--- src/hw/spm_map.svh ---
// Address map, field positions, reset values and timing figures of the supply monitor
`ifndef SPM_MAP_SVH
`define SPM_MAP_SVH

`define SPM_CLK_PERIOD_NS   10
`define SPM_TICK_NS         250000
`define SPM_TICK_US         250

`define SPM_DLY_OC_US       8000
`define SPM_DLY_BAT_OV_US   32000
`define SPM_DLY_GND_OC_US   4000
`define SPM_DLY_GND_SC_US   250
`define SPM_DLY_TJ_US       256000
`define SPM_DLY_LOWBAT_US   256000

`define SPM_HI_LOW_MS       256
`define SPM_HI_PERIOD_MS    2560
`define SPM_LO_LOW_MS       128
`define SPM_LO_PERIOD_MS    1280

`define SPM_REG_CONV_STATUS 8'h33
`define SPM_REG_LOW_BATTERY 8'h34

`define SPM_ST_UVLO_BIT     4
`define SPM_ST_STARTED_BIT  5
`define SPM_ST_OV_BIT       6
`define SPM_ST_OC_BIT       7
`define SPM_LB_HIGH_BIT     0
`define SPM_LB_LOW_BIT      1
`define SPM_LB_MODE_BIT     2

`define SPM_LB_MODE_RST     1'h0
`define SPM_RDATA_RST       8'h00

`endif

--- src/hw/spm_pkg.sv ---
// Types shared by the supply protection monitor
package spm_pkg;

    typedef enum logic [1:0] {
        SPM_V1P2 = 2'b00,
        SPM_V1P5 = 2'b01,
        SPM_V1P8 = 2'b10,
        SPM_V3P0 = 2'b11
    } spm_vout_t;

    typedef enum logic [1:0] {
        SPM_AL_IDLE     = 2'b00,
        SPM_AL_LEVEL    = 2'b01,
        SPM_AL_PULSE_HI = 2'b10,
        SPM_AL_PULSE_LO = 2'b11
    } spm_alert_t;

    typedef struct packed {
        logic vcc_below_stop;
        logic vcc_above_release;
        logic rail_above_start;
        logic rail_below_start;
        logic rail_above_ov;
        logic rail_below_ov;
        logic conv_overcurrent;
        logic bat_below_2v8;
        logic gnd_above_80mv;
        logic gnd_above_160mv;
        logic tj_above_68c;
        logic bat_below_lb_high;
        logic bat_below_lb_low;
    } spm_cmp_t;

    typedef struct packed {
        logic junction_hot;
        logic gnd_short;
        logic gnd_overcurrent;
        logic bat_overdischarge;
    } spm_prot_t;

endpackage

--- src/hw/spm_debounce.sv ---
// Debounce timer counting timebase ticks of a continuous condition
`timescale 1ns/100ps
`default_nettype none

module spm_debounce #(
    parameter int TICKS = 16
) (
    input  wire logic clock,
    input  wire logic rst_b,
    input  wire logic tick,
    input  wire logic cond,
    output logic      detected
);
    // One extra tick: the first tick may come at once, so the delay never runs short
    localparam int LIMIT = TICKS + 1;
    localparam int CW    = $clog2(LIMIT + 1);
    localparam logic [CW-1:0] LIMIT_C = CW'(LIMIT);

    logic [CW-1:0] count;

    always_ff @(posedge clock or negedge rst_b) begin
        if (!rst_b) begin
            count <= '0;
        end else if (!cond) begin
            count <= '0;
        end else if (tick && count != LIMIT_C) begin
            count <= count + CW'(1);
        end
    end

    assign detected = cond && (count == LIMIT_C);

endmodule
`default_nettype wire

--- src/hw/spm_monitor.sv ---
// Converter supervision, protection debounce and low-battery alert of the supply monitor
// What this block does
// - Select pins decode to 1.2/1.5/1.8/3.0 V.
// - Converter starts only with enable pin high.
// - Protection, junction heat or undervoltage stops converter.
// - Undervoltage status bit 4, thresholds follow voltage.
// - Start-up complete bit 5 with hysteresis.
// - Rail overvoltage halts switching, sets bit 6.
// - Overcurrent after 8 ms sets bit 7, factor.
// - Overcurrent interrupt needs role low, mask clear.
// - Battery under 2.8 V 32 ms: open discharge switch.
// - Ground sense over 80 mV 4 ms: resistor.
// - Ground sense over 160 mV 250 us: resistor.
// - Junction over 68 C 256 ms: suspend charging.
// - Released protection resumes everything automatically.
// - Suspension covers mode, irq, alert, serial pins.
// - Two low-battery levels, 256 ms debounce.
// - Level mode drives alert low while low.
// - Upper level pulses 256 ms per 2560 ms.
// - Lower level pulses 128 ms per 1280 ms.
// - Detection result kept in bits 1:0.
// - Serial slave reads registers with role low.
`timescale 1ns/100ps
`default_nettype none
`include "spm_map.svh"

module spm_monitor #(
    parameter int TICK_CYCLES = `SPM_TICK_NS / `SPM_CLK_PERIOD_NS
) (
    input  wire logic              clock,
    input  wire logic              rst_b,
    input  wire logic              converter_enable_pin,
    input  wire logic              output_select_bit0_pin,
    input  wire logic              output_select_bit1_pin,
    input  wire logic              role_select_pin,
    input  wire logic              oc_irq_mask,
    input  wire spm_pkg::spm_cmp_t cmp,
    input  wire logic [7:0]        reg_addr,
    input  wire logic              reg_read,
    input  wire logic              reg_write,
    input  wire logic [7:0]        reg_wdata,
    output logic [7:0]             reg_rdata,
    output logic                   reg_rvalid,
    output spm_pkg::spm_vout_t     target_voltage,
    output logic                   threshold_set_high,
    output logic                   converter_run,
    output logic                   converter_switch_en,
    output logic                   discharge_switch_on,
    output logic                   ground_resistor_connect,
    output logic                   charge_control_suspend,
    output logic                   digital_pins_suspend,
    output spm_pkg::spm_prot_t     protection,
    output logic                   irq_factor_overcurrent,
    output logic                   charge_irq_pin_o,
    output logic                   charge_irq_pin_oe,
    output logic                   low_battery_alert_pin_o,
    output logic                   low_battery_alert_pin_oe
);

    localparam int TW = $clog2(TICK_CYCLES);
    localparam int HI_LOW = `SPM_HI_LOW_MS * 1000 / `SPM_TICK_US;
    localparam int HI_PER = `SPM_HI_PERIOD_MS * 1000 / `SPM_TICK_US;
    localparam int LO_LOW = `SPM_LO_LOW_MS * 1000 / `SPM_TICK_US;
    localparam int LO_PER = `SPM_LO_PERIOD_MS * 1000 / `SPM_TICK_US;
    localparam int PW = $clog2(HI_PER);

    // Timebase tick, one cycle in every TICK_CYCLES
    logic [TW-1:0] tick_count;
    logic          tick;

    always_ff @(posedge clock or negedge rst_b) begin
        if (!rst_b) begin
            tick_count <= '0;
        end else if (tick) begin
            tick_count <= '0;
        end else begin
            tick_count <= tick_count + TW'(1);
        end
    end

    assign tick = (tick_count == TW'(TICK_CYCLES - 1));

    // Output voltage selection
    spm_pkg::spm_vout_t next_target;

    assign next_target = spm_pkg::spm_vout_t'({output_select_bit1_pin, output_select_bit0_pin});

    always_ff @(posedge clock or negedge rst_b) begin
        if (!rst_b) begin
            target_voltage     <= spm_pkg::SPM_V1P2;
            threshold_set_high <= 1'b0;
        end else begin
            target_voltage     <= next_target;
            threshold_set_high <= (next_target == spm_pkg::SPM_V3P0);
        end
    end

    // Protection debounce
    logic det_oc;
    logic det_bat_ov;
    logic det_gnd_oc;
    logic det_gnd_sc;
    logic det_tj;
    logic det_lb_high;
    logic det_lb_low;

    spm_debounce #(.TICKS(`SPM_DLY_OC_US / `SPM_TICK_US)) u_db_oc (
        .clock    (clock),
        .rst_b    (rst_b),
        .tick     (tick),
        .cond     (cmp.conv_overcurrent),
        .detected (det_oc)
    );

    spm_debounce #(.TICKS(`SPM_DLY_BAT_OV_US / `SPM_TICK_US)) u_db_bat (
        .clock    (clock),
        .rst_b    (rst_b),
        .tick     (tick),
        .cond     (cmp.bat_below_2v8),
        .detected (det_bat_ov)
    );

    spm_debounce #(.TICKS(`SPM_DLY_GND_OC_US / `SPM_TICK_US)) u_db_goc (
        .clock    (clock),
        .rst_b    (rst_b),
        .tick     (tick),
        .cond     (cmp.gnd_above_80mv),
        .detected (det_gnd_oc)
    );

    spm_debounce #(.TICKS(`SPM_DLY_GND_SC_US / `SPM_TICK_US)) u_db_gsc (
        .clock    (clock),
        .rst_b    (rst_b),
        .tick     (tick),
        .cond     (cmp.gnd_above_160mv),
        .detected (det_gnd_sc)
    );

    spm_debounce #(.TICKS(`SPM_DLY_TJ_US / `SPM_TICK_US)) u_db_tj (
        .clock    (clock),
        .rst_b    (rst_b),
        .tick     (tick),
        .cond     (cmp.tj_above_68c),
        .detected (det_tj)
    );

    spm_debounce #(.TICKS(`SPM_DLY_LOWBAT_US / `SPM_TICK_US)) u_db_lbh (
        .clock    (clock),
        .rst_b    (rst_b),
        .tick     (tick),
        .cond     (cmp.bat_below_lb_high),
        .detected (det_lb_high)
    );

    spm_debounce #(.TICKS(`SPM_DLY_LOWBAT_US / `SPM_TICK_US)) u_db_lbl (
        .clock    (clock),
        .rst_b    (rst_b),
        .tick     (tick),
        .cond     (cmp.bat_below_lb_low),
        .detected (det_lb_low)
    );

    // Converter status flags, hysteresis held between the two comparator edges
    logic uvlo_ok;
    logic started;
    logic rail_ov;
    logic prot_any;

    always_ff @(posedge clock or negedge rst_b) begin
        if (!rst_b) begin
            uvlo_ok <= 1'b0;
            started <= 1'b0;
            rail_ov <= 1'b0;
        end else begin
            if (cmp.vcc_above_release) uvlo_ok <= 1'b1;
            else if (cmp.vcc_below_stop) uvlo_ok <= 1'b0;
            if (cmp.rail_above_start) started <= 1'b1;
            else if (cmp.rail_below_start) started <= 1'b0;
            if (cmp.rail_above_ov) rail_ov <= 1'b1;
            else if (cmp.rail_below_ov) rail_ov <= 1'b0;
        end
    end

    // Protection post-processing, released as soon as the condition goes
    spm_pkg::spm_prot_t next_prot;

    assign next_prot = '{junction_hot: det_tj, gnd_short: det_gnd_sc,
                         gnd_overcurrent: det_gnd_oc, bat_overdischarge: det_bat_ov};
    assign prot_any  = |protection;

    always_ff @(posedge clock or negedge rst_b) begin
        if (!rst_b) begin
            protection              <= '0;
            discharge_switch_on     <= 1'b0;
            ground_resistor_connect <= 1'b0;
            charge_control_suspend  <= 1'b0;
            digital_pins_suspend    <= 1'b0;
            irq_factor_overcurrent  <= 1'b0;
        end else begin
            protection              <= next_prot;
            discharge_switch_on     <= !(|next_prot);
            ground_resistor_connect <= det_gnd_oc || det_gnd_sc;
            charge_control_suspend  <= det_tj;
            digital_pins_suspend    <= |next_prot;
            irq_factor_overcurrent  <= det_oc;
        end
    end

    // Converter start and switching permission
    logic next_run;

    assign next_run = converter_enable_pin && uvlo_ok && !prot_any;

    always_ff @(posedge clock or negedge rst_b) begin
        if (!rst_b) begin
            converter_run       <= 1'b0;
            converter_switch_en <= 1'b0;
        end else begin
            converter_run       <= next_run;
            converter_switch_en <= next_run && !rail_ov;
        end
    end

    // Overcurrent interrupt, open drain
    assign charge_irq_pin_o = 1'b0;

    always_ff @(posedge clock or negedge rst_b) begin
        if (!rst_b) begin
            charge_irq_pin_oe <= 1'b0;
        end else begin
            charge_irq_pin_oe <= det_oc && !role_select_pin && !oc_irq_mask && !prot_any;
        end
    end

    // Register port; answers only as serial slave and while pins are not suspended
    logic alert_pulse_mode;
    logic reg_ok;

    assign reg_ok = !role_select_pin && !digital_pins_suspend;

    always_ff @(posedge clock or negedge rst_b) begin
        if (!rst_b) begin
            alert_pulse_mode <= `SPM_LB_MODE_RST;
        end else if (reg_write && reg_ok && reg_addr == `SPM_REG_LOW_BATTERY) begin
            alert_pulse_mode <= reg_wdata[`SPM_LB_MODE_BIT];
        end
    end

    always_ff @(posedge clock or negedge rst_b) begin
        if (!rst_b) begin
            reg_rdata  <= `SPM_RDATA_RST;
            reg_rvalid <= 1'b0;
        end else begin
            reg_rvalid <= reg_read && reg_ok;
            if (reg_read && reg_ok) begin
                reg_rdata <= `SPM_RDATA_RST;
                if (reg_addr == `SPM_REG_CONV_STATUS) begin
                    reg_rdata[`SPM_ST_UVLO_BIT]    <= uvlo_ok;
                    reg_rdata[`SPM_ST_STARTED_BIT] <= started;
                    reg_rdata[`SPM_ST_OV_BIT]      <= rail_ov;
                    reg_rdata[`SPM_ST_OC_BIT]      <= det_oc;
                end else if (reg_addr == `SPM_REG_LOW_BATTERY) begin
                    reg_rdata[`SPM_LB_HIGH_BIT] <= det_lb_high;
                    reg_rdata[`SPM_LB_LOW_BIT]  <= det_lb_low;
                    reg_rdata[`SPM_LB_MODE_BIT] <= alert_pulse_mode;
                end
            end
        end
    end

    // Low-battery alert: level or pulse train, lower level wins
    spm_pkg::spm_alert_t alert_state;
    spm_pkg::spm_alert_t next_alert_state;
    logic [PW-1:0]       pulse_count;
    logic [PW-1:0]       next_pulse_count;
    logic [PW-1:0]       pulse_last;
    logic                next_alert_oe;

    always_comb begin
        if (digital_pins_suspend || !(det_lb_high || det_lb_low)) begin
            next_alert_state = spm_pkg::SPM_AL_IDLE;
        end else if (!alert_pulse_mode) begin
            next_alert_state = spm_pkg::SPM_AL_LEVEL;
        end else if (det_lb_low) begin
            next_alert_state = spm_pkg::SPM_AL_PULSE_LO;
        end else begin
            next_alert_state = spm_pkg::SPM_AL_PULSE_HI;
        end
    end

    assign pulse_last = (next_alert_state == spm_pkg::SPM_AL_PULSE_LO) ? PW'(LO_PER - 1) : PW'(HI_PER - 1);

    always_comb begin
        if (next_alert_state != alert_state) begin
            next_pulse_count = '0;
        end else if (tick) begin
            next_pulse_count = (pulse_count == pulse_last) ? '0 : pulse_count + PW'(1);
        end else begin
            next_pulse_count = pulse_count;
        end
    end

    always_comb begin
        unique case (next_alert_state)
            spm_pkg::SPM_AL_IDLE:     next_alert_oe = 1'b0;
            spm_pkg::SPM_AL_LEVEL:    next_alert_oe = 1'b1;
            spm_pkg::SPM_AL_PULSE_HI: next_alert_oe = next_pulse_count < PW'(HI_LOW);
            spm_pkg::SPM_AL_PULSE_LO: next_alert_oe = next_pulse_count < PW'(LO_LOW);
        endcase
    end

    always_ff @(posedge clock or negedge rst_b) begin
        if (!rst_b) begin
            alert_state              <= spm_pkg::SPM_AL_IDLE;
            pulse_count              <= '0;
            low_battery_alert_pin_oe <= 1'b0;
        end else begin
            alert_state              <= next_alert_state;
            pulse_count              <= next_pulse_count;
            low_battery_alert_pin_oe <= next_alert_oe;
        end
    end

    assign low_battery_alert_pin_o = 1'b0;
endmodule
`default_nettype wire

--- config.mk ---
export PLATFORM = sky130hd
export DESIGN_NAME = spm_monitor
export DESIGN_NICKNAME = d
export VERILOG_FILES = /design/src/hw/spm_pkg.sv /design/src/hw/spm_debounce.sv /design/src/hw/spm_monitor.sv
export VERILOG_INCLUDE_DIRS = /design/src /design/src/hw
export SDC_FILE = /design/constraint.sdc
export NUM_CORES = 1
export LEC_CHECK = 0
export ABC_AREA = 1
export ABC_CLOCK_PERIOD_IN_PS = 3000
export BUFFER_PORTS_ARGS = -buffer_cell sky130_fd_sc_hd__buf_2
export CAP_MARGIN = 20
export CORE_MARGIN = 1.5
export CORE_UTILIZATION = 40
export CTS_BUF_LIST = sky130_fd_sc_hd__clkbuf_8 sky130_fd_sc_hd__clkbuf_16
export CTS_CLUSTER_DIAMETER = 120
export DETAILED_ROUTE_END_ITERATION = 10
export PLACE_DENSITY_LB_ADDON = 0.15
export SETUP_SLACK_MARGIN = 0.3
export SLEW_MARGIN = 20
export SYNTH_ARGS = -nofsm -noshare
export SYNTH_HDL_FRONTEND = slang
export SYNTH_HIERARCHICAL = 1
export SYNTH_SLANG_ARGS = --single-unit
--- constraint.sdc ---
create_clock -name clock -period 3 [get_ports clock]
set_input_delay 0.15 -clock clock [delete_from_list [all_inputs] [get_ports clock]]
set_output_delay 0.15 -clock clock [all_outputs]
set_load 0.005 [all_outputs]
==> flow_summary.yaml <==
floorplanning:
  ios: 65
  core_um2: 15900
  die_w_um: 131
  dieHeight_um: 131
  die_area_um2: 17000
  rows: 46
  initial_core_util_pct: 41.0
power_and_ir_drop:
  power.net_switching_w: 0.000676
  pwr-share-seq_pct: 54.4
  swShare_pct: 24.1
  leakagePower_nw: 3.69
  power_frac_clock_pct: 40.5
  power_frac_comb_pct: 5.0
  ir_drop_mv: 0.306
  internal_power_w: 0.00213
  powerDensity_nw_per_um2: 382
yosys:
  syn-cell-area_um2: 6510
  avgSynthCellArea_um2: 7.84
  ys.flop_type: "dfrtp_1"
  ys_types: 42
  yosysSeqAreaShare_pct: 43.1
  yosys_register_bits: 112
  async_reset_ff_share_pct: 100
  ys_warn_count: 6
  synth_edf_count: 0
  synth_cells: 830
global_route:
  track_usage_pct: 17.5
  grt_antenna_before_repair: 0
  grt_max_degree: 56
  grt_pass1_wl_mm: 23.5
  grt_overflow: 0
  first_global_vias: 5007
setup_path:
  end_kind: "flip-flop"
  path_class: "flip-flop to flip-flop"
  worst-path-stages: 12
  cp.required_ps: 3280
  crit_path_start: "u_db_lbl/count[1]"
  critPathBufInv: 2
  crit_slowest_cell: "dfrtp_1"
  ff2ff_setup_slack_ps: 660
  r2r_cells: 12
  reg2reg_from: "u_db_lbl/count[1]"
  slowest_delay_ps: 420
  crit_end: "pulse_count[8]"
  worstSetupStartpointType: "flip-flop"
  crit_chain: "inv_1, ha_1, nand3_1, nor3_2, inv_2, a21oi_2, o21ai_1, nand2_1, nand3_2, nor2_2, nand2_1, o21ai_1"
  rr_endpoint: "pulse_count[8]"
  crit_family: "simple AND/OR/NAND/NOR gates"
  arrival_ps: 2620
  cp_max_fo: 9
finish:
  postLayoutCoreUtil_pct: 46.3
  final_common_cell: "nand2_1"
  final_cell_mix: "246 x nand2_1, 112 x dfrtp_1, 93 x inv_1, 74 x nor2_1, 63 x nand3_1"
  drive_gt1_share_pct: 16.4
  n_antenna_cell: 0
  syn_to_final_growth_pct: 12.9
  nNetsFinal: 949
route:
  routed_wl_mm: 13.6
  drtAntennaViolNets: 0
  via_count: 5322
  drc: 0
  dr.pass1.iters: 4
  wl_per_cell_um: 12.2
  drt_iter0_markers: 269
  viasPerCell: 4.77
sta:
  slew_violations: 0
  clock_skew_ps: 5.80
  fin_crit_sh_pct: 78.1
  final-setup-viol-count: 0
  hold_ws_ps: 26.4
  setup_tns_ps: 0
  worst_pin_slew_ps: 697
  max_freq_ghz: 0.427
  final.min_clock_period_ps: 2340
  fin_ws_ps: 657
  hold_viol: 0
  grt_setup_unrepaired: "no"
  slew_headroom_pct: 53.5
clock_network:
  postCtsSetupBuffers: 0
  htree_levels: 3
  clk_latency_ps: 360
  tritoncts: "built"
  clockRootBuffer: "clkbuf_16"
  clk_pin_slew_worst_paths_ps: 70
  cts_inserted_buffers: 9
  cts_buffer_depth: 2
  cts.sink_count: 112
placed_design:
  place_congestion: 0.778
  dpl_worst_slack_ps: 492
  hpwlAfterDp_mm: 9.82
  portBuffers: 54
flow_run:
  drv_cap: 0
hold_path:
  min_path_type: "input port to flip-flop"
outcome:
  status: "finished, final reports clean"
## state kept, by name, summed over array words and instances, names as in the netlist, 2 cells and up
register        cells
alert_state         2
protection          4
pulse_count        14
reg_rdata           7
target_voltage      2
tick_count         15
u_db_bat/count      8
u_db_goc/count      5
u_db_gsc/count      2
u_db_lbh/count     11
u_db_lbl/count     11
u_db_oc/count       6
u_db_tj/count      11
## synthesized netlist by cell type, drive strengths merged, types with 6 or more instances
library cell,instances,area [um2]
o21ai,24,120
nor3,13,86.3
dfrtp,112,2800
buf,12,114
ha,15,188
inv,104,390
o31ai,7,52.6
nor2,107,594
o21bai,13,109
nand4,47,300
nand3,72,405
xor2,16,140
a21oi,8,47.6
nand2,257,1010
xnor2,6,52.6
## layer usage
metal	track usage [%]	up-vias	part of all wire, %
li1	-	2794	-
met1	23.1	2453	49
met2	29.4	64	47
met3	3.18	11	2.7
met4	5.24	0	1.3
met5	0	-	0
## area by class of cell
cell class | instances | area, um2
well taps | 216 | 270
inverters | 106 | 399
flip-flops and latches | 112 | 2800
multi-input cells | 598 | 3190
fillers | 1603 | 8540
clock buffers | 9 | 225
repair buffers | 69 | 413
clock inverters | 6 | 47.5
## through the flow
| step | cells | area, um2 | power (W) |
|---|---|---|---|
| floorplan | 832 | 6520 | 0.00161 |
| global placement | 1090 | 6960 | 0.00169 |
| detailed placement | 1090 | 6960 | 0.00169 |
| CTS | 1116 | 7340 | 0.00287 |
| global route | 1116 | 7350 | 0.00293 |
| finish | 1116 | 7350 | 0.00281 |
## cell families after synthesis
group                      synth area share, %
and+or+nand+nor                           37.5
buffers and inverters                     8.11
DFF                                       43.1
AOI/OAI and AO/OA                         5.44
xor gates and xnor gates                  2.96
adders and majority gates                 2.88
other                                   0.0576
## how the worst min path moves through the flow
stage / start / end / slack (ps) / cells past startpoint
floorplan: rst_b / alert_pulse_mode / -150 / 0
global placement: rst_b / reg_rdata[7] / 240 / 1
detailed placement: rst_b / reg_rdata[7] / 250 / 1
CTS: oc_irq_mask / charge_irq_pin_oe / 10 / 2
global route: oc_irq_mask / charge_irq_pin_oe / 20 / 2
finish: oc_irq_mask / charge_irq_pin_oe / 30 / 2
## timing repair
item | CTS | global route
resized for setup | 0 | 1
setup endpoints to repair | 0 | 9
hold endpoints to repair | 60 | 0
hold buffers | 11 | 0
## power by group through the flow
stage / sequential, W / clock (W) / combinational [W]
4_1_cts: 0.00153 / 0.00120 / 0.000146
2_1_floorplan: 0.00156 / 0 / 0.0000564
3_3_place_gp: 0.00156 / 0 / 0.000134
5_1_grt: 0.00153 / 0.00124 / 0.000162
6_report: 0.00153 / 0.00114 / 0.000141
3_5_place_dp: 0.00156 / 0 / 0.000134
(Power assumes the default switching activity.)
